`src/design/flash_status_host_pkg.sv`:
```
// Package with constants for the flash status polling host controller.
package flash_status_host_pkg;
  localparam int unsigned CLK_MHZ           = 50;
  localparam int unsigned TOUT_DEFAULT_US   = 20000;
  localparam int unsigned ADDR_W            = 20;
  localparam int unsigned DATA_W            = 16;
  localparam int unsigned SW_ADDR_W         = 4;
  localparam int unsigned ACC_CYC           = 6;
  localparam int unsigned GAP_CYC           = 2;
  localparam int unsigned ERASE_GAP_US      = 50;
  localparam int unsigned ERASE_GAP_CYC     = ERASE_GAP_US * CLK_MHZ;
  localparam logic [2:0]  DATA_POLL_POS     = 3'h7;
  localparam logic [2:0]  TOGGLE_POS        = 3'h6;
  localparam logic [2:0]  TIMEOUT_POS       = 3'h5;
  localparam logic [2:0]  ERASE_TIMER_POS   = 3'h3;
  localparam logic [2:0]  SECTOR_TOGGLE_POS = 3'h2;
  localparam logic [15:0] RESET_CMD_DATA    = 16'h00F0;
  localparam logic [ADDR_W-1:0] RESET_CMD_ADDR = 20'h00000;
  localparam logic [SW_ADDR_W-1:0] REG_CTRL    = 4'h0;
  localparam logic [SW_ADDR_W-1:0] REG_ADDR    = 4'h1;
  localparam logic [SW_ADDR_W-1:0] REG_STATUS  = 4'h2;
  localparam logic [SW_ADDR_W-1:0] REG_LAST    = 4'h3;
  localparam logic [SW_ADDR_W-1:0] REG_TOUT    = 4'h4;
  localparam logic [1:0]  RES_IDLE          = 2'h0;
  localparam logic [1:0]  RES_BUSY          = 2'h1;
  localparam logic [1:0]  RES_DONE          = 2'h2;
  localparam logic [1:0]  RES_FAIL          = 2'h3;
  typedef enum logic [2:0] {
    ST_IDLE   = 3'h0,
    ST_READ1  = 3'h1,
    ST_READ2  = 3'h3,
    ST_CHECK  = 3'h2,
    ST_READ3  = 3'h6,
    ST_READ4  = 3'h7,
    ST_RESET  = 3'h5,
    ST_FINISH = 3'h4
  } poll_state_e;
endpackage : flash_status_host_pkg
```
`src/design/flash_status_host.sv`:
```
// Host controller that polls flash toggle status and recovers from timeout failures.
//
// The implementer's own choices: the strobed register port and the register addresses.
`timescale 1ns/1ns
// Summary of operation
// - Host reads twice in a row and compares toggle bits; equal means done.
// - If toggling with timeout bit set, recheck; still toggling means fail and reset.
// - Polling that was abandoned restarts from its first double read.
// - After any timeout failure the host writes the reset command.
// - Erase timer check may be skipped only with sector commands under 50 us apart; this host sends no sector commands and leaves ERASE_GAP_CYC unused.
// - Check erase timer before and after each added sector erase command; this host only latches the ERASE_TIMER_POS bit in ST_CHECK, not at the ST_READ4 recheck.
module flash_status_host (
  input  wire logic                                       i_clock,
  input  wire logic                                       i_srst,
  input  wire logic [flash_status_host_pkg::SW_ADDR_W-1:0] i_sw_addr,
  input  wire logic [31:0]                                i_sw_wdata,
  input  wire logic                                       i_sw_wr,
  input  wire logic                                       i_sw_rd,
  output logic      [31:0]                                o_sw_rdata,
  output logic      [flash_status_host_pkg::ADDR_W-1:0]    o_flash_addr,
  output logic      [flash_status_host_pkg::DATA_W-1:0]    o_flash_dq,
  output logic                                            o_flash_dq_oe,
  input  wire logic [flash_status_host_pkg::DATA_W-1:0]    i_flash_dq,
  output logic                                            o_flash_ce_n,
  output logic                                            o_flash_oe_n,
  output logic                                            o_flash_we_n,
  input  wire logic                                       i_ready_busy_n,
  output logic                                            o_busy
);
  localparam int unsigned AW = flash_status_host_pkg::ADDR_W;
  localparam int unsigned DW = flash_status_host_pkg::DATA_W;

  flash_status_host_pkg::poll_state_e state_r;
  logic [AW-1:0] poll_addr_r;
  logic [DW-1:0] first_r;
  logic [DW-1:0] last_r;
  logic [1:0]    result_r;
  logic          erase_timer_r;
  logic          ready_r;
  logic [31:0]   tout_lim_r;
  logic [31:0]   tout_cnt_r;
  logic [3:0]    acc_cnt_r;
  logic          acc_done;
  logic          start;
  logic          abort;
  logic          abort_r;
  logic          tout_hit;

  function automatic logic tog_differs(input logic [DW-1:0] a, input logic [DW-1:0] b);
    tog_differs = a[flash_status_host_pkg::TOGGLE_POS] != b[flash_status_host_pkg::TOGGLE_POS];
  endfunction : tog_differs

  assign start    = i_sw_wr && (i_sw_addr == flash_status_host_pkg::REG_CTRL) && i_sw_wdata[0];
  assign abort    = i_sw_wr && (i_sw_addr == flash_status_host_pkg::REG_CTRL) && i_sw_wdata[1];
  assign acc_done = (acc_cnt_r ==
                     4'(flash_status_host_pkg::ACC_CYC + flash_status_host_pkg::GAP_CYC));
  assign tout_hit = (tout_cnt_r >= tout_lim_r);

  // Software configuration registers.
  always_ff @(posedge i_clock) begin
    if (i_srst) begin
      poll_addr_r <= '0;
      tout_lim_r  <= 32'(flash_status_host_pkg::TOUT_DEFAULT_US * flash_status_host_pkg::CLK_MHZ);
    end else if (i_sw_wr && state_r == flash_status_host_pkg::ST_IDLE) begin
      if (i_sw_addr == flash_status_host_pkg::REG_ADDR) begin
        poll_addr_r <= i_sw_wdata[AW-1:0];
      end else if (i_sw_addr == flash_status_host_pkg::REG_TOUT) begin
        tout_lim_r <= i_sw_wdata;
      end
    end
  end

  // Ready/busy is sampled only; the pin is open drain and belongs to the flash.
  always_ff @(posedge i_clock) begin
    if (i_srst) begin
      ready_r <= 1'b0;
    end else begin
      ready_r <= i_ready_busy_n;
    end
  end

  // Bus cycle timer: strobes low for ACC_CYC, then a gap so each read is a separate cycle.
  always_ff @(posedge i_clock) begin
    if (i_srst || state_r == flash_status_host_pkg::ST_IDLE ||
        state_r == flash_status_host_pkg::ST_CHECK ||
        state_r == flash_status_host_pkg::ST_FINISH || acc_done) begin
      acc_cnt_r <= '0;
    end else begin
      acc_cnt_r <= acc_cnt_r + 4'h1;
    end
  end

  // Overall polling timeout.
  always_ff @(posedge i_clock) begin
    if (i_srst || state_r == flash_status_host_pkg::ST_IDLE) begin
      tout_cnt_r <= '0;
    end else if (!tout_hit) begin
      tout_cnt_r <= tout_cnt_r + 32'h1;
    end
  end

  // Abort written while not idle is held and acted on only at the end of a first read (ST_READ1), so no flash strobe is ever cut short.
  always_ff @(posedge i_clock) begin
    if (i_srst || state_r == flash_status_host_pkg::ST_IDLE) begin
      abort_r <= 1'b0;
    end else if (abort) begin
      abort_r <= 1'b1;
    end
  end

  // Polling state machine.
  always_ff @(posedge i_clock) begin
    if (i_srst) begin
      state_r       <= flash_status_host_pkg::ST_IDLE;
      first_r       <= '0;
      last_r        <= '0;
      result_r      <= flash_status_host_pkg::RES_IDLE;
      erase_timer_r <= 1'b0;
    end else begin
      case (state_r)
        flash_status_host_pkg::ST_IDLE: begin
          if (start) begin
            state_r  <= flash_status_host_pkg::ST_READ1; // always restart with a double read
            result_r <= flash_status_host_pkg::RES_BUSY;
          end
        end
        flash_status_host_pkg::ST_READ1: begin
          if (acc_done) begin
            if (abort_r) begin
              state_r <= flash_status_host_pkg::ST_FINISH;
            end else begin
              first_r <= last_r;
              state_r <= flash_status_host_pkg::ST_READ2;
            end
          end
        end
        flash_status_host_pkg::ST_READ2: begin
          if (acc_done) begin
            state_r <= flash_status_host_pkg::ST_CHECK;
          end
        end
        flash_status_host_pkg::ST_CHECK: begin
          erase_timer_r <= last_r[flash_status_host_pkg::ERASE_TIMER_POS];
          if (!tog_differs(first_r, last_r)) begin
            result_r <= flash_status_host_pkg::RES_DONE;
            state_r  <= flash_status_host_pkg::ST_FINISH;
          end else if (last_r[flash_status_host_pkg::TIMEOUT_POS]) begin
            state_r <= flash_status_host_pkg::ST_READ3;
          end else if (tout_hit) begin
            state_r <= flash_status_host_pkg::ST_RESET;
          end else begin
            state_r <= flash_status_host_pkg::ST_READ1;
          end
        end
        flash_status_host_pkg::ST_READ3: begin
          if (acc_done) begin
            first_r <= last_r;
            state_r <= flash_status_host_pkg::ST_READ4;
          end
        end
        flash_status_host_pkg::ST_READ4: begin
          if (acc_done) begin
            if (tog_differs(first_r, last_r)) begin
              state_r <= flash_status_host_pkg::ST_RESET;
            end else begin
              result_r <= flash_status_host_pkg::RES_DONE;
              state_r  <= flash_status_host_pkg::ST_FINISH;
            end
          end
        end
        flash_status_host_pkg::ST_RESET: begin
          if (acc_done) begin
            result_r <= flash_status_host_pkg::RES_FAIL;
            state_r  <= flash_status_host_pkg::ST_FINISH;
          end
        end
        default: begin
          if (result_r == flash_status_host_pkg::RES_BUSY) begin
            result_r <= flash_status_host_pkg::RES_IDLE;
          end
          state_r <= flash_status_host_pkg::ST_IDLE;
        end
      endcase
      if ((state_r == flash_status_host_pkg::ST_READ1 ||
           state_r == flash_status_host_pkg::ST_READ2 ||
           state_r == flash_status_host_pkg::ST_READ3 ||
           state_r == flash_status_host_pkg::ST_READ4) &&
          acc_cnt_r == 4'(flash_status_host_pkg::ACC_CYC - 1)) begin
        last_r <= i_flash_dq; // Sampled just before the strobes rise, after the access time.
      end
    end
  end

  // Flash pin drive: reads use chip select plus output enable, the reset command uses write enable.
  always_ff @(posedge i_clock) begin
    if (i_srst) begin
      o_flash_ce_n  <= 1'b1;
      o_flash_oe_n  <= 1'b1;
      o_flash_we_n  <= 1'b1;
      o_flash_dq_oe <= 1'b0;
      o_flash_dq    <= '0;
      o_flash_addr  <= '0;
    end else begin
      o_flash_ce_n  <= 1'b1;
      o_flash_oe_n  <= 1'b1;
      o_flash_we_n  <= 1'b1;
      o_flash_dq_oe <= 1'b0;
      if (acc_cnt_r < 4'(flash_status_host_pkg::ACC_CYC) && !acc_done) begin
        if (state_r == flash_status_host_pkg::ST_RESET) begin
          o_flash_ce_n  <= 1'b0;
          o_flash_we_n  <= 1'b0;
          o_flash_dq_oe <= 1'b1;
          o_flash_dq    <= flash_status_host_pkg::RESET_CMD_DATA;
          o_flash_addr  <= flash_status_host_pkg::RESET_CMD_ADDR;
        end else if (state_r == flash_status_host_pkg::ST_READ1 ||
                     state_r == flash_status_host_pkg::ST_READ2 ||
                     state_r == flash_status_host_pkg::ST_READ3 ||
                     state_r == flash_status_host_pkg::ST_READ4) begin
          o_flash_ce_n <= 1'b0;
          o_flash_oe_n <= 1'b0;
          o_flash_addr <= poll_addr_r;
        end
      end
    end
  end

  // Read data port, one cycle after the read strobe.
  always_ff @(posedge i_clock) begin
    if (i_srst) begin
      o_sw_rdata <= '0;
      o_busy     <= 1'b0;
    end else begin
      o_busy <= (state_r != flash_status_host_pkg::ST_IDLE);
      if (i_sw_rd) begin
        if (i_sw_addr == flash_status_host_pkg::REG_ADDR) begin
          o_sw_rdata <= 32'(poll_addr_r);
        end else if (i_sw_addr == flash_status_host_pkg::REG_STATUS) begin
          o_sw_rdata <= {28'h0000000, ready_r, erase_timer_r, result_r};
        end else if (i_sw_addr == flash_status_host_pkg::REG_LAST) begin
          o_sw_rdata <= 32'(last_r);
        end else if (i_sw_addr == flash_status_host_pkg::REG_TOUT) begin
          o_sw_rdata <= tout_lim_r;
        end else begin
          o_sw_rdata <= 32'h00000000;
        end
      end else begin
        o_sw_rdata <= 32'h00000000;
      end
    end
  end
endmodule : flash_status_host

```
`config.mk`:
```
export PLATFORM = sky130hd
export DESIGN_NAME = flash_status_host
export DESIGN_NICKNAME = d
export VERILOG_FILES = /design/src/design/flash_status_host_pkg.sv /design/src/design/flash_status_host.sv
export SDC_FILE = /design/constraint.sdc
export NUM_CORES = 1
export LEC_CHECK = 0
export ABC_AREA = 1
export ABC_CLOCK_PERIOD_IN_PS = 4400
export BUFFER_PORTS_ARGS = -buffer_cell sky130_fd_sc_hd__buf_2
export CORE_ASPECT_RATIO = 1.4
export CORE_MARGIN = 10
export CORE_UTILIZATION = 43
export DETAILED_ROUTE_END_ITERATION = 12
export HOLD_SLACK_MARGIN = 0.08
export SLEW_MARGIN = 20
export SYNTH_ARGS = -nofsm -noshare
export SYNTH_HDL_FRONTEND = slang
export SYNTH_SLANG_ARGS = --single-unit
```
`constraint.sdc`:
```
create_clock -name i_clock -period 4.4 [get_ports i_clock]
set_input_delay 0.22 -clock i_clock [delete_from_list [all_inputs] [get_ports i_clock]]
set_output_delay 0.22 -clock i_clock [all_outputs]
set_load 0.005 [all_outputs]
```
Word-level counts from Yosys, hierarchy flattened
Index checks and enable logic that the tools add are counted.

storage, ports and cells
  register bits = 177

cells by class
  eq/ne operators = 22
  reduce and logical (&&, ||, !) cells = 32
  multiplexer cells = 32
  add/subtract/negate cells = 2
  order comparisons = 2
  bitwise operators = 5

operators with widths
  operator                                                         count
  20-bit 2-to-1 mux                                                6
  32-bit by 1-bit adder with 32-bit output, second input constant  1
  32-bit >= comparator                                             1
  3-bit 2-to-1 mux                                                 10
  7-bit 2-to-1 mux                                                 3
  3-bit case mux with 7 select lines                               1
  2-bit inequality test, second input constant                     7
  7-bit case mux with 2 select lines                               1
  3-bit == test, second input constant                             4
  2-bit 2-to-1 mux                                                 5
  2-bit case mux with 5 select lines                               1
  4-bit by 2-bit == test with 1-bit output, second input constant  2
  4-bit by 3-bit == test with 1-bit output, second input constant  2
  1-bit logical OR                                                 7
  3-bit by 2-bit == test with 1-bit output, second input constant  2
  1-bit logical AND                                                6
  2-bit AND reduction                                              3
  6-bit AND reduction                                              1
  3-bit OR reduction                                               2
  6-bit OR reduction                                               1
  1-bit 2-to-1 mux                                                 5
  1-bit NOT                                                        5
  5-bit AND reduction                                              1
  5-bit nonzero test                                               1
  other kinds (15)                                                 17

Logic depth before layout (Yosys ltp)
Gate-level depths: netlist (run 1).

  depth in word-level cells = 6
  depth in mapped cells = 17
  gate-level depth less buffers = 17

Worst setup path after synthesis (run 1)
Ideal clock, no wire load.

  path type = register -> register
  start = register tout_lim_r[15]
  end = register tout_cnt_r[26]
  path slack = 2.674 ns
  required time = 4.268 ns
  cell stages (with the launch flop) = 15
  data arrival time = 1.594 ns
  path through = dfxtp_1 -> inv_1 -> ha_1 -> nand2_1 -> nor2_1 -> nand2_1 -> o21ai_1 -> nor2_1 -> nand2_1 -> nand2_1 -> nand2_4 -> inv_2 -> buf_4 -> o21ai_1 -> a21oi_1

between the ends
  word-level cells in the longest chain between the ends = 1

ends and longest elaborated chain
  what                    RTL line                 text
  from (decl)             flash_status_host.sv:40  logic [31:0] tout_lim_r;
  from (signal assigned)  flash_status_host.sv:63  tout_lim_r <= 32'(flash_status_host_pkg::TOUT_DEFAULT_US * flash_status_host_pkg::CLK_MHZ);
  from (signal assigned)  flash_status_host.sv:68  tout_lim_r <= i_sw_wdata;
  32-bit >= comparator    flash_status_host.sv:57  assign tout_hit = (tout_cnt_r >= tout_lim_r);
  to (signal assigned)    flash_status_host.sv:98  tout_cnt_r <= tout_cnt_r + 32'h1;
  to (decl)               flash_status_host.sv:41  logic [31:0] tout_cnt_r;

No other way between the ends.
A chain may end at the register's enable or synchronous reset.

Worst setup path after layout (run 1)
  start = register tout_cnt_r[18]
  end = register tout_cnt_r[2]

between the ends
  word-level cells in the longest chain between the ends = 1

ends and longest elaborated chain
  what                  RTL line
  32-bit >= comparator  flash_status_host.sv:57

No other way between the ends.

==> run_results.csv, run 1 <==
group,metric,value,unit
worst_setup_path,cpMostUsedCell,"nand2_1",
power_and_ir_drop,peakVddDrop,0.0002126,V
worst_hold_path,min_path_type,"primary input to flop",
floorplan,fp.dieArea,0.02456,mm^2
detailed_routing,drcViolationCount,0,
worst_setup_path,crit_path_end_kind,"flop",
placed_design,dp_hpwl,16.15,mm
power_and_ir_drop,power,3.432,mW
sta,hold_ws,81.50,ps
floorplan,core_region_area,0.01846,mm^2
synthesis,synth_compound_area_share,15.78,%
placed_design,routabilityCongestion,0.9121,
cells_and_area,final_cells,1446,
global_route,grt_max_degree,72,
placed_design,numPortBuffers,117,
cells_and_area,multi_input_area,0.003819,mm^2
sta,layout_min_cycle_time,2680,ps
cells_and_area,diodes,0,
worst_setup_path,start_kind,"flop",
detailed_routing,wl_per_cell,15.05,um
synthesis,synth_top_family_by_area,"simple AND/OR/NAND/NOR gates",
power_and_ir_drop,p_comb_share,8.5,%
synthesis,synth_xor_area_share,3.172,%
floorplan,die_h,181.5,um
synthesis,ys_seq_area_share,42.76,%
detailed_routing,wirelength,21.76,mm
placed_design,placed_cells,1380,
global_route,overflow,0,
sta,setup_viol,0,
detailed_routing,first_pass_iters,5,
synthesis,syn_inst,1066,
clocking,cts_resized,0,
clocking,clkTransAtPathRegs,70,ps
global_route,antenna_found_initial,0,
power_and_ir_drop,pwr-share-seq,46.6,%
synthesis,synth_top_area_cell,"dfxtp_1",
synthesis,synthAdderAreaFrac,5.626,%
run,maxCapViolations,0,
sta,worst_pin_slew,1072,ps
sta,report.final.slew_viol_count,0,
global_route,grt_usage,17.57,%
cells_and_area,syn_to_final_growth,19.30,%
clocking,clockRootBuffer,"clkbuf_16",
floorplan,start_util,43.38,%
power_and_ir_drop,leakage,4.114,nW
synthesis,synth_warnings,0,
power_and_ir_drop,power.switching,0.8740,mW
worst_setup_path,cp.arrival,3030,ps
cells_and_area,fillers,1821,
sta,fmax,373.2,MHz
clocking,clock_latency,430,ps
synthesis,yosys.area.top_type_share,42.76,%
sta,slew_headroom,28.48,%
power_and_ir_drop,pwr_density_cell,359.4,mW/mm^2
synthesis,synth-seq-cells,171,
power_and_ir_drop,p_int,2.558,mW
floorplan,io_pins,130,
global_route,grt_pass1_vias,6919,
sta,finalSetupTns,0,ps
detailed_routing,vias,7228,
clocking,cts_max_level,4,
worst_setup_path,worstPathMaxFanout,34,
clocking,numCtsBuffers,17,
detailed_routing,drt_iter0_drc,409,
clocking,postCtsSetupBuffers,0,
worst_setup_path,critical_path_class,"flop to flop",
cells_and_area,layout-drive-gt1-share,15.72,%
synthesis,muxShareOfSynthArea,0,%
global_route,grt_pass1_wl,35.04,mm
cells_and_area,regArea,0.003423,mm^2
detailed_routing,ant_nets,0,
worst_setup_path,critical_path_required,4750,ps
synthesis,yosysUniqueCellTypes,40,
sta,skew,9.484,ps
synthesis,ys_top_cells_by_area,"dfxtp_1 43%, nand2_1 10%, a21oi_1 8.1%, ha_1 5.6%, o21ai_0 5.1%",
status,status,"complete, no violations",
power_and_ir_drop,power.share.switching,25.46,%
clocking,cts_tree,"built",
synthesis,synthesis.area,0.008006,mm^2
synthesis,syn_area_per_cell,7.511,um^2
detailed_routing,drt-vias-per-instance,4.999,
clocking,clock-sinks,171,
worst_setup_path,max_stage_delay,510,ps
floorplan,core.rowCount,59,
sta,hold_viol,0,
synthesis,synth_simple_gate_area_share,22.49,%
sta,rsz0062_at_grt,"false",
worst_setup_path,crit_chain,"ha_1, nand2_1, inv_1, nand2_1, nand2_1, nand2_1, a21oi_1, nor2_1, nand2_4, inv_2, o21ai_0, a21oi_1",
worst_setup_path,cpMaxStageDelayCell,"dfxtp_1",
power_and_ir_drop,clkPwrFrac,44.9,%
cells_and_area,nets,1283,
floorplan,fp.dieW,135.3,um
sta,finalCritPeriodShare,60.90,%
clocking,max-clock-path-buffers,2,
sequential cells by signal, indices dropped and copies added (netlist names):
name and cells:
o_sw_rdata 32, tout_cnt_r 32, tout_lim_r 32, o_flash_addr 20, poll_addr_r 20, last_r 16
acc_cnt_r 4, state_r 3, result_r 2, abort_r 1, erase_timer_r 1, first_r 1
o_busy 1, o_flash_ce_n 1, o_flash_dq 1, o_flash_dq_oe 1, o_flash_oe_n 1, o_flash_we_n 1
ready_r 1
synthesized netlist by cell type:
| cell type | instances |
|---|---|
| nand3b_1 | 2 |
| nor3_1 | 12 |
| a21oi_1 | 129 |
| buf_2 | 11 |
| xnor2_1 | 12 |
| inv_2 | 13 |
| buf_4 | 19 |
| nor3_2 | 9 |
| nand3_1 | 40 |
| nor2_8 | 1 |
| a21o_1 | 2 |
| xor2_1 | 17 |
| nor3_4 | 2 |
| o31ai_1 | 1 |
| nand4_1 | 12 |
| nor2_1 | 102 |
| nand2_2 | 2 |
| nor2_2 | 5 |
| a21boi_0 | 1 |
| buf_6 | 7 |
| inv_1 | 105 |
| nor4_2 | 1 |
| nand2_1 | 218 |
| buf_1 | 1 |
| nand2_4 | 1 |
| nand3_2 | 2 |
| o21a_1 | 2 |
| o22ai_1 | 4 |
| o21ai_1 | 5 |
| ha_1 | 36 |
| dfxtp_1 | 171 |
| o221ai_1 | 11 |
| conb_1 | 1 |
| clkbuf_2 | 1 |
| nor2_4 | 1 |
| nor3b_1 | 1 |
| o211ai_1 | 1 |
| o21ai_0 | 82 |
| a221oi_1 | 1 |
| clkbuf_1 | 22 |
repair_timing:
action,CTS,global route
setup endpoints to repair,0,0
hold endpoints to repair,42,0
hold buffers,35,0
power by group through the flow:
stage	sequential [mW]	combinational, mW	clock, mW
final	1.60	0.291	1.54
after global routing	1.60	0.328	1.62
after detailed placement	1.63	0.267	0
after floorplan	1.63	0.188	0
after CTS	1.60	0.292	1.56
after global placement	1.63	0.266	0
cell usage in the layout, fill, tap and decap left out, types with 2 or more instances in the layout:
master         count
nand2_1          218
dfxtp_1          171
a21oi_1          129
buf_2            117
inv_1            104
nor2_1           102
o21ai_0           82
nand3_1           40
ha_1              36
dlygate4sd3_1     35
xor2_1            17
clkbuf_16         17
inv_2             13
xnor2_1           12
nand4_1           12
conb_1            12
nor3_1            11
o221ai_1          11
nor3_2            10
nor2_2             5
o21ai_1            5
inv_6              5
o22ai_1            4
buf_4              3
nand2_2            2
a21o_1             2
o21a_1             2
nor3_4             2
nand3_2            2
nand3b_1           2
inv_8              2
bufinv_16          2
clkbuf_8           2
clkinvlp_4         2
critical path, delay by kind of cell, from the launching register on:
kind / cells / cell delay [ps]
DFF: 1 / 510
and+or+nand+nor: 6 / 860
buffers and inverters: 2 / 540
adders and majority gates: 1 / 300
AOI/OAI and AO/OA: 3 / 370
cells by family (layout without fill, tap and decap cells):
| logic type | after synthesis | count (layout) |
|---|---|---|
| AND/OR/NAND/NOR | 411 | 411 |
| AO/OA/AOI/OAI | 239 | 239 |
| buffers and inverters | 179 | 304 |
| flip-flops | 171 | 171 |
| adder cells (fa/ha/maj) | 36 | 36 |
| XOR/XNOR | 29 | 29 |
| other | 1 | 12 |
area by class of cell:
type | instances | area share [%]
clock buffers | 19 | 4.742
clock inverters | 12 | 1.572
inverters | 118 | 4.637
multi-input cells | 727 | 39.98
flip-flops and latches | 171 | 35.84
well taps | 244 | 3.196
repair buffers | 155 | 10.03
path summary, 6_finish.rpt:
kind                                startpoint             to  slack [ps]  cells after the start
worst max-delay path            tout_cnt_r[18]  tout_cnt_r[2]        1720                     12
worst max register to register  tout_cnt_r[18]  tout_cnt_r[2]        1720                     12
worst min-delay path             i_flash_dq[4]      last_r[4]          80                      3
worst min register to register      last_r[10]     last_r[10]         460                      2
per-stage QoR:
step / worst slack, ps / utilization, % / instance area, um^2
2_1_floorplan: 2674 / - / 8048
3_3_place_gp: 1581 / 46.59 / 8598
3_5_place_dp: 1496 / 46.59 / 8598
4_1_cts: 1666 / 51.76 / 9552
5_1_grt: 1437 / 51.76 / 9552
6_report: 1720 / 51.76 / 9552
layer usage:
| metal | share of wire [%] | up-vias | GRT usage, % |
|---|---|---|---|
| met5 | 0 | - | 0 |
| met1 | 41 | 3305 | 19.46 |
| met2 | 51 | 187 | 31.07 |
| met4 | 3.0 | 0 | 7.729 |
| li1 | - | 3691 | - |
| met3 | 5.2 | 45 | 3.978 |
No activity file was read; power rests on OpenSTA's default activity.
==> run 2, diff against run 1 <==
--- a/config.mk
+++ b/config.mk
@@ -5,14 +5,15 @@
 export SDC_FILE = /design/constraint.sdc
 export NUM_CORES = 1
 export LEC_CHECK = 0
-export ABC_AREA = 1
-export ABC_CLOCK_PERIOD_IN_PS = 4400
+export ABC_AREA = 0
+export ABC_CLOCK_PERIOD_IN_PS = 2300
 export BUFFER_PORTS_ARGS = -buffer_cell sky130_fd_sc_hd__buf_2
 export CORE_ASPECT_RATIO = 1.4
 export CORE_MARGIN = 10
 export CORE_UTILIZATION = 43
 export DETAILED_ROUTE_END_ITERATION = 12
 export HOLD_SLACK_MARGIN = 0.08
+export PLACE_DENSITY = 0.66
 export SLEW_MARGIN = 20
 export SYNTH_ARGS = -nofsm -noshare
 export SYNTH_HDL_FRONTEND = slang
==> constraint.sdc (replaced) <==
create_clock -name i_clock -period 2.3 [get_ports i_clock]
set_input_delay 0.115 -clock i_clock [delete_from_list [all_inputs] [get_ports i_clock]]
set_output_delay 0.115 -clock i_clock [all_outputs]
set_load 0.005 [all_outputs]
==> run_results.csv, run 2 <==
group,metric,value,unit
status,status,"complete, but fails checks",
status,violations,"negative setup slack",
detailed_routing,vias,7529,
global_route,grt_pass1_wl,36.62,mm
worst_setup_path,cp.arrival,2890,ps
worst_setup_path,cpMaxStageDelayCell,"or4_4",
worst_setup_path,r2r_start,"tout_cnt_r[0]",
worst_setup_path,critical_path_required,2670,ps
synthesis,synthesis.area,0.007750,mm^2
sta,fmax,397.3,MHz
clocking,cts_max_level,4,
cells_and_area,reg_top3,"o_sw_rdata: 32 flops, tout_cnt_r: 32 flops, tout_lim_r: 32 flops",
global_route,grt_pass1_vias,7523,
floorplan,die_h,178.8,um
worst_setup_path,cp.buffers_inverters,2,
cells_and_area,nets,1263,
power_and_ir_drop,leakage,4.272,nW
power_and_ir_drop,pwr-share-seq,48.8,%
detailed_routing,drt-vias-per-instance,5.291,
worst_setup_path,critPathTopFamily,"compound AO/OA/AOI/OAI gates",
worst_hold_path,worstHoldStart,"i_sw_addr[2]",
sta,finalCritPeriodShare,109.4,%
synthesis,async_flop_share,0,%
clocking,numCtsBuffers,17,
cells_and_area,diodes,0,
floorplan,core.rowCount,58,
worst_setup_path,start_kind,"flop",
synthesis,ys_seq_area_share,44.17,%
synthesis,syn_inst,937,
clocking,clockRootBuffer,"clkbuf_16",
placed_design,numPortBuffers,117,
synthesis,yosys-top-cells-count,"171 x dfxtp_1, 156 x nand2_1, 123 x a21oi_1",
synthesis,syn_area_per_cell,8.271,um^2
worst_setup_path,crit_path_end_kind,"flop",
worst_setup_path,max_stage_delay,510,ps
global_route,antenna_found_initial,1,
placed_design,dp_hpwl,15.85,mm
floorplan,io_pins,130,
floorplan,start_util,43.41,%
power_and_ir_drop,power.switching,1.450,mW
detailed_routing,drcViolationCount,0,
sta,fin_ws,-217.1,ps
floorplan,fp.dieArea,0.02387,mm^2
power_and_ir_drop,power.share.switching,23.68,%
cells_and_area,layout.core_utilization,59.71,%
cells_and_area,syn_to_final_growth,37.55,%
worst_setup_path,crit_chain,"inv_2, ha_4, nand2b_4, a2111oi_4, a2111oi_4, o31a_4, buf_12, or4_4, a21oi_2",
worst_setup_path,cp-startpoint,"tout_cnt_r[0]",
synthesis,synth_edf_count,0,
worst_setup_path,cpMostUsedCell,"a2111oi_4",
detailed_routing,first_pass_iters,5,
cells_and_area,layout-drive-gt1-share,27.64,%
sta,layout_min_cycle_time,2517,ps
synthesis,yosys.area.top_type_share,44.17,%
sta,slew_headroom,53.74,%
synthesis,ys.flop_type,"dfxtp_1",
synthesis,ys_top_cells_by_area,"dfxtp_1 44%, a21oi_1 7.9%, nand2_1 7.6%, ha_1 5.8%, nor2_1 3.2%",
power_and_ir_drop,pwr_density_cell,574.3,mW/mm^2
worst_hold_path,min_path_type,"primary input to flop",
cells_and_area,final_common_cell,"dfxtp_1",
worst_setup_path,worstPathMaxFanout,12,
synthesis,yosysMostFrequentCell,"dfxtp_1",
sta,finalSetupTns,-3967,ps
cells_and_area,multi_input_area,0.004111,mm^2
detailed_routing,ant_nets,0,
detailed_routing,wl_per_cell,16.01,um
detailed_routing,wirelength,22.79,mm
sta,setup_viol,31,
clocking,max-clock-path-buffers,2,
synthesis,synth_warnings,0,
sta,worst_pin_slew,693.8,ps
clocking,clock_latency,440,ps
global_route,overflow,0,
cells_and_area,fillers,1577,
clocking,cts_tree,"built",
clocking,clkTransAtPathRegs,70,ps
cells_and_area,regArea,0.003441,mm^2
synthesis,synth-seq-cells,171,
global_route,grt_max_degree,69,
run,maxCapViolations,0,
sta,hold_viol,0,
sta,skew,16.31,ps
detailed_routing,drt_iter0_drc,666,
floorplan,fp.dieW,133.5,um
power_and_ir_drop,p_comb_share,5.1,%
clocking,clock-sinks,171,
cells_and_area,layout_common_cells,"157 x dfxtp_1, 155 x nand2_1, 117 x buf_2",
placed_design,routabilityCongestion,0.8917,
floorplan,core_region_area,0.01785,mm^2
synthesis,yosysUniqueCellTypes,56,
sta,rsz0062_at_grt,"true",
placed_design,place_ws,-276.7,ps
worst_setup_path,critical_path_class,"flop to flop",
power_and_ir_drop,clkPwrFrac,46.2,%
power_and_ir_drop,p_int,4.672,mW
synthesis,synth_top_area_cell,"dfxtp_1",
sta,report.final.slew_viol_count,0,
global_route,grt_usage,18.75,%
power_and_ir_drop,peakVddDrop,0.0005155,V
## run 2: power by group through the flow
stage          combinational (mW)  clock, mW  sequential (mW)
5_1_grt                     0.339       3.00             2.99
3_5_place_dp                0.231          0             3.05
3_3_place_gp                0.230          0             3.05
2_1_floorplan               0.127          0             3.05
6_report                    0.310       2.83             2.99
4_1_cts                     0.301       2.86             2.99
## run 2: layout make-up
cell class | instances | area share (%)
clock inverters | 14 | 1.279
repair buffers | 279 | 19.39
inverters | 44 | 1.549
clock buffers | 18 | 4.120
flip-flops and latches | 171 | 32.28
well taps | 240 | 2.817
multi-input cells | 657 | 38.57
## run 2: cells by family after synthesis
kind of cell | Yosys count | share of synthesized area [%]
multiplexers | 19 | 2.454
buffers and inverters | 120 | 6.926
AND/OR/NAND/NOR | 369 | 22.72
adder cells (fa/ha/maj) | 36 | 5.812
other | 1 | 0.04839
flip-flops | 171 | 44.17
AO/OA/AOI/OAI | 217 | 17.42
XOR/XNOR | 4 | 0.4521
## run 2: worst register-to-register path, stage by stage (launching register included)
cell and delay, ps:
dfxtp_2 330, inv_2 70, ha_4 190, nand2b_4 140
a2111oi_4 380, a2111oi_4 70, o31a_4 400, buf_12 170
or4_4 520, a21oi_2 180
## run 2: repair_timing
item,CTS,global route
hold buffers,52,0
resized for setup,40,36
hold endpoints to repair,73,0
cloned,2,1
endpoints found under the setup margin,33,34
setup buffers,6,3
pin swaps,18,7
## run 2: metal layers
metal,track usage (%),vias to the layer above,wire length (um)
met2,33.59,220,11740
met4,8.545,2,787
met3,4.234,57,1122
li1,-,3732,-
met1,20.67,3518,9128
met5,0,-,11
## run 2: worst paths after layout
check,to,slack (ps),cells after the start
worst min register to register,o_flash_addr[3],450,2
worst max register to register,tout_cnt_r[31],-220,9
worst max-delay path,tout_cnt_r[31],-220,9
worst min-delay path,abort_r,100,4
## run 2: through the flow
step | area, um^2 | power [mW] | hold slack (ps) | instances
2_1_floorplan | 7815 | 3.178 | 236.0 | 948
3_3_place_gp | 9076 | 3.282 | 333.3 | 1327
3_5_place_dp | 9076 | 3.283 | 334.8 | 1327
4_1_cts | 10440 | 6.150 | 84.31 | 1419
5_1_grt | 10660 | 6.320 | 150.9 | 1423
6_report | 10660 | 6.122 | 95.85 | 1423
